--- src/verilog/sar_adc_map.vh ---
// Register map, field positions and timing counts of the converter
`ifndef SAR_ADC_MAP_VH
`define SAR_ADC_MAP_VH

`define ADDR_W            16
`define DATA_W            8

`define CONVERTER_MODE_ADDR     16'hff80
`define INPUT_CHANNEL_SEL_ADDR  16'hff84
`define CONVERSION_RESULT_ADDR  16'hff81
`define CONVERTER_STATUS_ADDR   16'hff82

`define CONVERTER_MODE_RESET    8'h00
`define INPUT_CHANNEL_RESET     8'h00

`define MODE_ENABLE_BIT   7
`define MODE_TIME_HI      5
`define MODE_TIME_LO      3
`define CHAN_SEL_HI       2
`define CHAN_SEL_LO       0

`define STAT_BUSY_BIT     0
`define STAT_SAMPLE_BIT   1
`define STAT_FIRST_BIT    2
`define STAT_IDX_HI       6
`define STAT_IDX_LO       4

`define TIME_CODE_144     3'h0
`define TIME_CODE_120     3'h1
`define TIME_CODE_96      3'h2
`define TIME_CODE_72      3'h4
`define TIME_CODE_60      3'h5
`define TIME_CODE_48      3'h6

`define CONV_CLKS_144     144
`define CONV_CLKS_120     120
`define CONV_CLKS_96      96
`define CONV_CLKS_72      72
`define CONV_CLKS_60      60
`define CONV_CLKS_48      48

`define STEP_CLKS_144     4'hc
`define STEP_CLKS_120     4'ha
`define STEP_CLKS_96      4'h8
`define STEP_CLKS_72      4'h6
`define STEP_CLKS_60      4'h5
`define STEP_CLKS_48      4'h4

`define STEPS_PER_CONV    12
`define SAMPLE_STEPS      4
`define LAST_PHASE        4'hb
`define LAST_SAMPLE_PHASE 4'h3

`endif

--- src/verilog/sar_adc_sequencer.v ---
// Sequencer for an 8-bit successive-approximation converter
//
// Chosen here: the address-and-strobe port.
`timescale 1ns/1ps
`include "sar_adc_map.vh"
module sar_adc_sequencer
(
  sys_clk,
  rst,
  clk_en,
  reg_addr,
  reg_wdata,
  reg_wr,
  reg_rd,
  reg_rdata,
  comp_in,
  ladder_tap,
  channel_sel,
  sample_en,
  hold_en,
  conv_busy,
  conversion_done_irq
);
  input  wire               sys_clk;
  input  wire               rst;
  input  wire               clk_en;
  input  wire [`ADDR_W-1:0] reg_addr;
  input  wire [`DATA_W-1:0] reg_wdata;
  input  wire               reg_wr;
  input  wire               reg_rd;
  output reg  [`DATA_W-1:0] reg_rdata;
  input  wire               comp_in;
  output wire [7:0]         ladder_tap;
  output reg  [2:0]         channel_sel;
  output reg                sample_en;
  output reg                hold_en;
  output reg                conv_busy;
  output reg                conversion_done_irq;

  localparam [1:0] ST_IDLE    = 2'h0;
  localparam [1:0] ST_SAMPLE  = 2'h1;
  localparam [1:0] ST_CONVERT = 2'h2;
  localparam [7:0] MODE_RST   = `CONVERTER_MODE_RESET;
  localparam [7:0] CHAN_RST   = `INPUT_CHANNEL_RESET;

  reg  [1:0] state_r;
  reg  [1:0] state_nxt;
  reg  [3:0] phase_r;
  reg  [3:0] phase_nxt;
  reg  [3:0] step_cnt_r;
  reg  [3:0] step_cnt_nxt;

  reg        enable_r;
  reg  [2:0] time_code_r;
  reg  [2:0] chan_r;
  reg  [7:0] result_r;
  reg        first_pending_r;
  reg        first_result_r;

  reg  [3:0] step_len;
  reg        restart;
  reg        finish;
  reg        sar_clear;
  reg        sar_set_msb;
  reg        sar_resolve;

  wire       mode_wr;
  wire       chan_wr;
  wire       cfg_wr;
  wire       new_enable;
  wire       end_step;
  wire       comp_level;
  wire [7:0] sar_value;
  wire [2:0] bit_idx;
  wire [7:0] final_value;
  wire [7:0] mode_view;
  wire [7:0] chan_view;
  wire [7:0] status_view;

  // Configuration decode
  assign mode_wr    = reg_wr && (reg_addr == `CONVERTER_MODE_ADDR);
  assign chan_wr    = reg_wr && (reg_addr == `INPUT_CHANNEL_SEL_ADDR);
  assign cfg_wr     = mode_wr || chan_wr;
  assign new_enable = mode_wr ? reg_wdata[`MODE_ENABLE_BIT] : enable_r;

  // Comparator crosses in from the analog side
  pin_sync u_comp_sync
  (
    .sys_clk   (sys_clk),
    .rst       (rst),
    .clk_en    (clk_en),
    .pin_in    (comp_in),
    .level_out (comp_level)
  );

  // Phases 4..11 map to bits 7..0
  assign bit_idx = 3'h7 - phase_r[2:0] + 3'h4;

  sar_bits u_sar
  (
    .sys_clk (sys_clk),
    .rst     (rst),
    .clk_en  (clk_en),
    .clear   (sar_clear),
    .set_msb (sar_set_msb),
    .resolve (sar_resolve),
    .bit_idx (bit_idx),
    .comp    (comp_level),
    .value   (sar_value)
  );

  // Ladder tap is the trial value register itself
  assign ladder_tap  = sar_value;
  assign final_value = {sar_value[7:1], comp_level};

  // Step length is one twelfth of the coded conversion time; the
  // prohibited short codes still run so a misprogram stays visible
  always @*
  begin
    case (time_code_r)
      `TIME_CODE_144: step_len = `STEP_CLKS_144;
      `TIME_CODE_120: step_len = `STEP_CLKS_120;
      `TIME_CODE_96:  step_len = `STEP_CLKS_96;
      `TIME_CODE_72:  step_len = `STEP_CLKS_72;
      `TIME_CODE_60:  step_len = `STEP_CLKS_60;
      `TIME_CODE_48:  step_len = `STEP_CLKS_48;
      default:        step_len = `STEP_CLKS_144;
    endcase
  end

  assign end_step = (state_r != ST_IDLE) &&
                    (step_cnt_r == step_len - 4'h1);

  // Sequencing
  always @*
  begin
    state_nxt    = state_r;
    phase_nxt    = phase_r;
    step_cnt_nxt = step_cnt_r;
    restart      = 1'b0;
    finish       = 1'b0;
    sar_clear    = 1'b0;
    sar_set_msb  = 1'b0;
    sar_resolve  = 1'b0;
    if (cfg_wr)
    begin
      // Write wins over any step, including the final one
      sar_clear    = 1'b1;
      phase_nxt    = 4'h0;
      step_cnt_nxt = 4'h0;
      if (new_enable)
      begin
        state_nxt = ST_SAMPLE;
        restart   = 1'b1;
      end
      else
        state_nxt = ST_IDLE;
    end
    else
    begin
      case (state_r)
        ST_IDLE:
        begin
          step_cnt_nxt = 4'h0;
          phase_nxt    = 4'h0;
        end
        ST_SAMPLE:
        begin
          if (end_step)
          begin
            step_cnt_nxt = 4'h0;
            phase_nxt    = phase_r + 4'h1;
            if (phase_r == `LAST_SAMPLE_PHASE)
            begin
              state_nxt   = ST_CONVERT;
              sar_set_msb = 1'b1;
            end
          end
          else
            step_cnt_nxt = step_cnt_r + 4'h1;
        end
        ST_CONVERT:
        begin
          if (end_step)
          begin
            sar_resolve  = 1'b1;
            step_cnt_nxt = 4'h0;
            if (phase_r == `LAST_PHASE)
            begin
              finish    = 1'b1;
              sar_clear = 1'b1;
              phase_nxt = 4'h0;
              state_nxt = ST_SAMPLE;
            end
            else
              phase_nxt = phase_r + 4'h1;
          end
          else
            step_cnt_nxt = step_cnt_r + 4'h1;
        end
        default:
        begin
          state_nxt    = ST_IDLE;
          phase_nxt    = 4'h0;
          step_cnt_nxt = 4'h0;
        end
      endcase
    end
  end

  always @(posedge sys_clk or posedge rst)
  begin
    if (rst)
    begin
      state_r    <= ST_IDLE;
      phase_r    <= 4'h0;
      step_cnt_r <= 4'h0;
    end
    else if (clk_en)
    begin
      state_r    <= state_nxt;
      phase_r    <= phase_nxt;
      step_cnt_r <= step_cnt_nxt;
    end
  end

  // Control registers
  always @(posedge sys_clk or posedge rst)
  begin
    if (rst)
    begin
      enable_r    <= MODE_RST[`MODE_ENABLE_BIT];
      time_code_r <= MODE_RST[`MODE_TIME_HI:`MODE_TIME_LO];
      chan_r      <= CHAN_RST[`CHAN_SEL_HI:`CHAN_SEL_LO];
    end
    else if (clk_en)
    begin
      if (mode_wr)
      begin
        enable_r    <= reg_wdata[`MODE_ENABLE_BIT];
        time_code_r <= reg_wdata[`MODE_TIME_HI:`MODE_TIME_LO];
      end
      if (chan_wr)
        chan_r <= reg_wdata[`CHAN_SEL_HI:`CHAN_SEL_LO];
    end
  end

  // Result has no reset so its power-up value is left undefined
  always @(posedge sys_clk)
  begin
    if (clk_en && finish)
      result_r <= final_value;
  end

  // Marks the first result after an enabling write as unreliable
  always @(posedge sys_clk or posedge rst)
  begin
    if (rst)
    begin
      first_pending_r <= 1'b0;
      first_result_r  <= 1'b0;
    end
    else if (clk_en)
    begin
      if (restart)
        first_pending_r <= 1'b1;
      else if (finish)
        first_pending_r <= 1'b0;
      if (finish)
        first_result_r <= first_pending_r;
    end
  end

  // Analog-side controls, all registered
  always @(posedge sys_clk or posedge rst)
  begin
    if (rst)
    begin
      channel_sel         <= 3'h0;
      sample_en           <= 1'b0;
      hold_en             <= 1'b0;
      conv_busy           <= 1'b0;
      conversion_done_irq <= 1'b0;
    end
    else if (clk_en)
    begin
      channel_sel         <= chan_wr ? reg_wdata[2:0] : chan_r;
      sample_en           <= (state_nxt == ST_SAMPLE);
      hold_en             <= (state_nxt == ST_CONVERT);
      conv_busy           <= (state_nxt != ST_IDLE);
      conversion_done_irq <= finish;
    end
  end

  // Register readback; reserved bits read as zero
  assign mode_view   = {enable_r, 1'b0, time_code_r, 3'h0};
  assign chan_view   = {5'h0, chan_r};
  assign status_view = {1'b0, bit_idx, 1'b0, first_result_r,
                        (state_r == ST_SAMPLE), (state_r != ST_IDLE)};

  // Read sees the register before this edge, so an update in the
  // same cycle lands only after the old result is returned
  always @(posedge sys_clk or posedge rst)
  begin
    if (rst)
      reg_rdata <= 8'h00;
    else if (clk_en)
    begin
      if (reg_rd)
      begin
        case (reg_addr)
          `CONVERTER_MODE_ADDR:    reg_rdata <= mode_view;
          `INPUT_CHANNEL_SEL_ADDR: reg_rdata <= chan_view;
          `CONVERSION_RESULT_ADDR: reg_rdata <= result_r;
          `CONVERTER_STATUS_ADDR:  reg_rdata <= status_view;
          default:                 reg_rdata <= 8'h00;
        endcase
      end
      else
        reg_rdata <= 8'h00;
    end
  end
endmodule // sar_adc_sequencer

--- src/verilog/pin_sync.v ---
// Three-stage synchroniser with agreement filter for an outside input
`timescale 1ns/1ps
module pin_sync
(
  sys_clk,
  rst,
  clk_en,
  pin_in,
  level_out
);
  input  wire sys_clk;
  input  wire rst;
  input  wire clk_en;
  input  wire pin_in;
  output reg  level_out;

  reg s1_r;
  reg s2_r;
  reg s3_r;

  // First stage feeds only the second to keep metastability contained
  always @(posedge sys_clk or posedge rst)
  begin
    if (rst)
    begin
      s1_r      <= 1'b0;
      s2_r      <= 1'b0;
      s3_r      <= 1'b0;
      level_out <= 1'b0;
    end
    else if (clk_en)
    begin
      s1_r <= pin_in;
      s2_r <= s1_r;
      s3_r <= s2_r;
      if (s2_r == s3_r)
        level_out <= s3_r;
    end
  end
endmodule // pin_sync

--- src/verilog/sar_bits.v ---
// Successive approximation register, one trial bit at a time
`timescale 1ns/1ps
module sar_bits
(
  sys_clk,
  rst,
  clk_en,
  clear,
  set_msb,
  resolve,
  bit_idx,
  comp,
  value
);
  input  wire       sys_clk;
  input  wire       rst;
  input  wire       clk_en;
  input  wire       clear;
  input  wire       set_msb;
  input  wire       resolve;
  input  wire [2:0] bit_idx;
  input  wire       comp;
  output reg  [7:0] value;

  wire [3:0] idx_ext;

  assign idx_ext = {1'b0, bit_idx};

  genvar k;
  generate
    for (k = 0; k < 8; k = k + 1)
    begin : g_bit
      localparam [3:0] SELF = k;
      localparam [3:0] NEXT = k + 1;
      always @(posedge sys_clk or posedge rst)
      begin
        if (rst)
          value[k] <= 1'b0;
        else if (clk_en)
        begin
          if (clear)
            value[k] <= 1'b0;
          else if (set_msb && (SELF == 4'h7))
            value[k] <= 1'b1;
          else if (resolve && (idx_ext == SELF))
            value[k] <= comp;
          else if (resolve && (idx_ext == NEXT))
            value[k] <= 1'b1;
        end
      end
    end
  endgenerate
endmodule // sar_bits

--- config.mk ---
export PLATFORM = sky130hd
export DESIGN_NAME = sar_adc_sequencer
export DESIGN_NICKNAME = d
export VERILOG_FILES = /design/src/verilog/sar_adc_sequencer.v /design/src/verilog/pin_sync.v /design/src/verilog/sar_bits.v
export VERILOG_INCLUDE_DIRS = /design/src /design/src/verilog
export SDC_FILE = /design/constraint.sdc
export NUM_CORES = 1
export LEC_CHECK = 0
export BUFFER_PORTS_ARGS = -buffer_cell sky130_fd_sc_hd__buf_2
export CORE_UTILIZATION = 50
export CTS_BUF_LIST = sky130_fd_sc_hd__clkbuf_8
export DETAILED_ROUTE_END_ITERATION = 7
export HOLD_SLACK_MARGIN = 0.08
export PLACE_DENSITY = 0.73
export SYNTH_ARGS = -nofsm -noshare
export SYNTH_HDL_FRONTEND = slang
export SYNTH_HIERARCHICAL = 1
export SYNTH_SLANG_ARGS = --single-unit
--- constraint.sdc ---
create_clock -name sys_clk -period 4.4 [get_ports sys_clk]
set_input_delay 0.88 -clock sys_clk [delete_from_list [all_inputs] [get_ports sys_clk]]
set_output_delay 0.88 -clock sys_clk [all_outputs]
set_load 0.02 [all_outputs]
==> results.txt <==
Area Overhead vs Synth: 14.0%
Final setup TNS: 0 ns
Max Slew Vio Count: 0
Syn Std Cell Area: 2780 µm²
Mux cell area share after synthesis: 6.47%
Max VDD drop: 0.191 mV
First-pass detailed-route iteration total: 4
Simple-gate share of the synthesized area: 18.7%
Reg power frac: 52.7%
HP Class: primary input to async pin
Post-synth EDFFs: 8
Main combinational cell family by area after synthesis: simple AND/OR/NAND/NOR gates
Largest net degree at the start of global routing: 33
Synth area leader: dfrtp_1
Gr ovfl total: 0
Width of the die: 76.6 µm
Syn avg cell area: 10.3 µm²
Power Total: 1.06 mW
First-pass GRT wire length: 10500 µm
ANT nets after route: 0
CTS resizes: 0
Pint: 720 µW
Max clock buf depth: 2
Combinational power share: 19.9%
Highest clock rate: 284 MHz
R2R Path End: u_sar/value[0]$_DFFE_PP0P_
Area contributors post-synth: dfrtp_1, edfxtp_1, mux2_2
Clk pwr share: 27.4%
CTS root buffer: clkbuf_8
Min Tclk post-route: 3.52 ns
Clk slew on worst S/H paths: 0.10 ns
Layout cell share with drive strength beyond 1: 25.1%
Clk_lat worst skew: 0.32 ns
Compound-cell area share of the yosys netlist: 18.2%
Clk_skew: 0.00707 ns
Area of the multi-input gates: 1340 µm²
Final Cycle Share: 80.1%
R2R depth: 12
GRT Total Usage: 22.8%
Critical Path Source Type: flop
Antenna diode count: 0
WL/cell: 15.8 µm
WP data required: 4.62 ns
GP Congestion: 0.853
Top Ports: 53
Hold Violations, Final: 0
Max_cap viols: 0
I/O Buffers: 51
Max_slew headroom: 45.2%
Final Routed Wirelength: 6160 µm
Outcome: finished, final reports clean
Synth top area share: 38.7%
Most frequent cells in the layout: buf_2, dfrtp_1, inv_1
Crit Path Category: flop to flop
Via total after detailed routing: 2256
Warnings from Yosys: 6
Commonest non-fill, non-tap cell in the layout: buf_2
DP HPWL: 4630 µm
Register area: 1320 µm²
Initial Utilization: 53.2%
Num rows: 26
Ys flop type: dfrtp_1
CTS Buf Count: 5
Sequential fraction of the synthesis area: 47.3%
Syn nets: 307
Post-CTS Setup Repair Bufs: 0
Area of the die: 5870 µm²
Starting DRC count in detailed routing: 104
Fillers: 462
CORE AREA: 5240 µm²
Sw Ratio: 32.4%
Vias in the first global route: 2181
FF-to-FF Start: time_code_r[0]$_DFFE_PP0P_
P_sw: 344 µW
Synth Area in XOR/XNOR: 1.57%
Initial antenna violation count: 0
Power Dens Cells: 335 nW/µm²
Leak: 1.46 nW
Worst slew pin tran: 0.821 ns
Hold buffers post-CTS: 0
Flops & latches, synth: 51
Synth Area in Adders: 3.15%
RSZ-0062 raised after global routing: false
TritonCTS Sinks: 51
Post-synthesis async set-or-reset flop share: 84.3%
Reg2reg setup slack: 0.88 ns
Routed vias/inst: 5.80
Die height: 76.6 µm
H-tree depth: 2
Yosys cell types: 54
Critical Path AT: 3.74 ns
CP max FO: 9
TritonCTS clock tree: done
Fin nets: 355
Drc violations: 0
Cells after synthesis: 270
# setup viols final: 0
Endpoint class of the critical path: flop
-- logic make-up (layout without fill, tap and decap cells) --
family,count (synthesis),after routing
buffers and inverters,29,78
multiplexers,15,15
XOR/XNOR,5,5
flip-flops,51,51
AND/OR/NAND/NOR,90,90
AO/OA/AOI/OAI,73,73
adder cells (fa/ha/maj),7,7
-- Yosys cell counts, drive strengths merged, types with 3 or more instances --
master	instances
a22o	4
nand2b	9
or4	3
nor3	6
nor4	3
o2bb2ai	7
a41oi	3
and3b	3
o21ai	15
nand3b	4
ha	7
nand2	13
o22ai	3
a21o	5
a31oi	4
a211oi	5
dfrtp	43
buf	6
or3	3
edfxtp	8
mux2i	3
nand4	5
nor2	14
nand3	10
clkbuf	6
a22oi	6
inv	17
mux2	12
xor2	3
nor2b	4
nor3b	4
a21oi	12
-- worst max-delay path by stage --
stage / from / end / slack (ns) / depth (start not counted)
6_report: time_code_r[0]$_DFFE_PP0P_ / u_sar/value[0]$_DFFE_PP0P_ / 0.88 / 12
5_1_grt: time_code_r[2]$_DFFE_PP0P_ / u_sar/value[0]$_DFFE_PP0P_ / 0.52 / 12
4_1_cts: time_code_r[0]$_DFFE_PP0P_ / u_sar/value[0]$_DFFE_PP0P_ / 0.89 / 12
3_5_place_dp: time_code_r[0]$_DFFE_PP0P_ / u_sar/value[0]$_DFFE_PP0P_ / 0.93 / 12
3_3_place_gp: time_code_r[0]$_DFFE_PP0P_ / u_sar/value[0]$_DFFE_PP0P_ / 1.07 / 12
2_1_floorplan: time_code_r[2]$_DFFE_PP0P_ / u_sar/value[0]$_DFFE_PP0P_ / 1.27 / 12
-- stage by stage --
stage / cell area [µm²] / worst slack, ns / util [%] / hold WS [ns] / cells
final: 3170 / 0.876 / 60.6 / 0.435 / 389
after global routing: 3170 / 0.523 / 60.6 / 0.442 / 389
after CTS: 3170 / 0.889 / 60.6 / 0.431 / 389
after detailed placement: 3080 / 0.926 / 58.8 / 0.472 / 381
after global placement: 3080 / 1.07 / 58.8 / 0.466 / 381
after floorplan: 2780 / 1.27 / - / 0.452 / 270
-- critical path, cell delays in order, from the launching register on --
cell	delay (ns)
dfrtp_1	0.55
xor2_1	0.19
nand2b_1	0.08
ha_1	0.19
xor2_1	0.16
or3_1	0.37
a22oi_1	0.41
nand2_1	0.29
nor3b_1	0.31
buf_4	0.20
nor3b_1	0.33
o21ai_0	0.14
a22o_1	0.22
-- cell type report --
class                      count  area share, %
clock buffer                   5           2.17
clock inverter                 3          0.828
inverter                      17           2.01
multi-input combinational    190           42.2
sequential                    51           41.5
tap                           70           2.76
timing repair buffer          53           8.52
-- flip-flops by register name (all words and copies together), names as in the netlist --
| name | flops |
|---|---|
| channel_sel | 3 |
| conv_busy | 1 |
| conversion_done_irq | 1 |
| enable_r | 1 |
| first_pending_r | 1 |
| first_result_r | 1 |
| hold_en | 1 |
| phase_r | 4 |
| reg_rdata | 8 |
| result_r | 8 |
| sample_en | 1 |
| state_r | 2 |
| step_cnt_r | 4 |
| time_code_r | 3 |
| u_comp_sync/level_out | 1 |
| u_comp_sync/s1_r | 1 |
| u_comp_sync/s2_r | 1 |
| u_comp_sync/s3_r | 1 |
| u_sar/value | 8 |
-- power groups by stage --
stage / Combinational (mW) / Clock (mW) / Sequential [mW]
CTS: 0.212 / 0.298 / 0.561
detailed placement: 0.211 / 0 / 0.570
global placement: 0.204 / 0 / 0.569
finish: 0.211 / 0.291 / 0.561
floorplan: 0.147 / 0 / 0.568
global route: 0.242 / 0.324 / 0.569
-- per-layer routing --
metal,wire [µm],share of wire (%),vias to the layer above,GRT usage [%]
met5,0,0,-,0
met3,250,4.1,13,5.15
met2,2860,46,53,35.9
met1,2930,48,1080,30.9
met4,118,1.9,0,8.27
li1,-,-,1110,-
(Power assumes the default switching activity.)
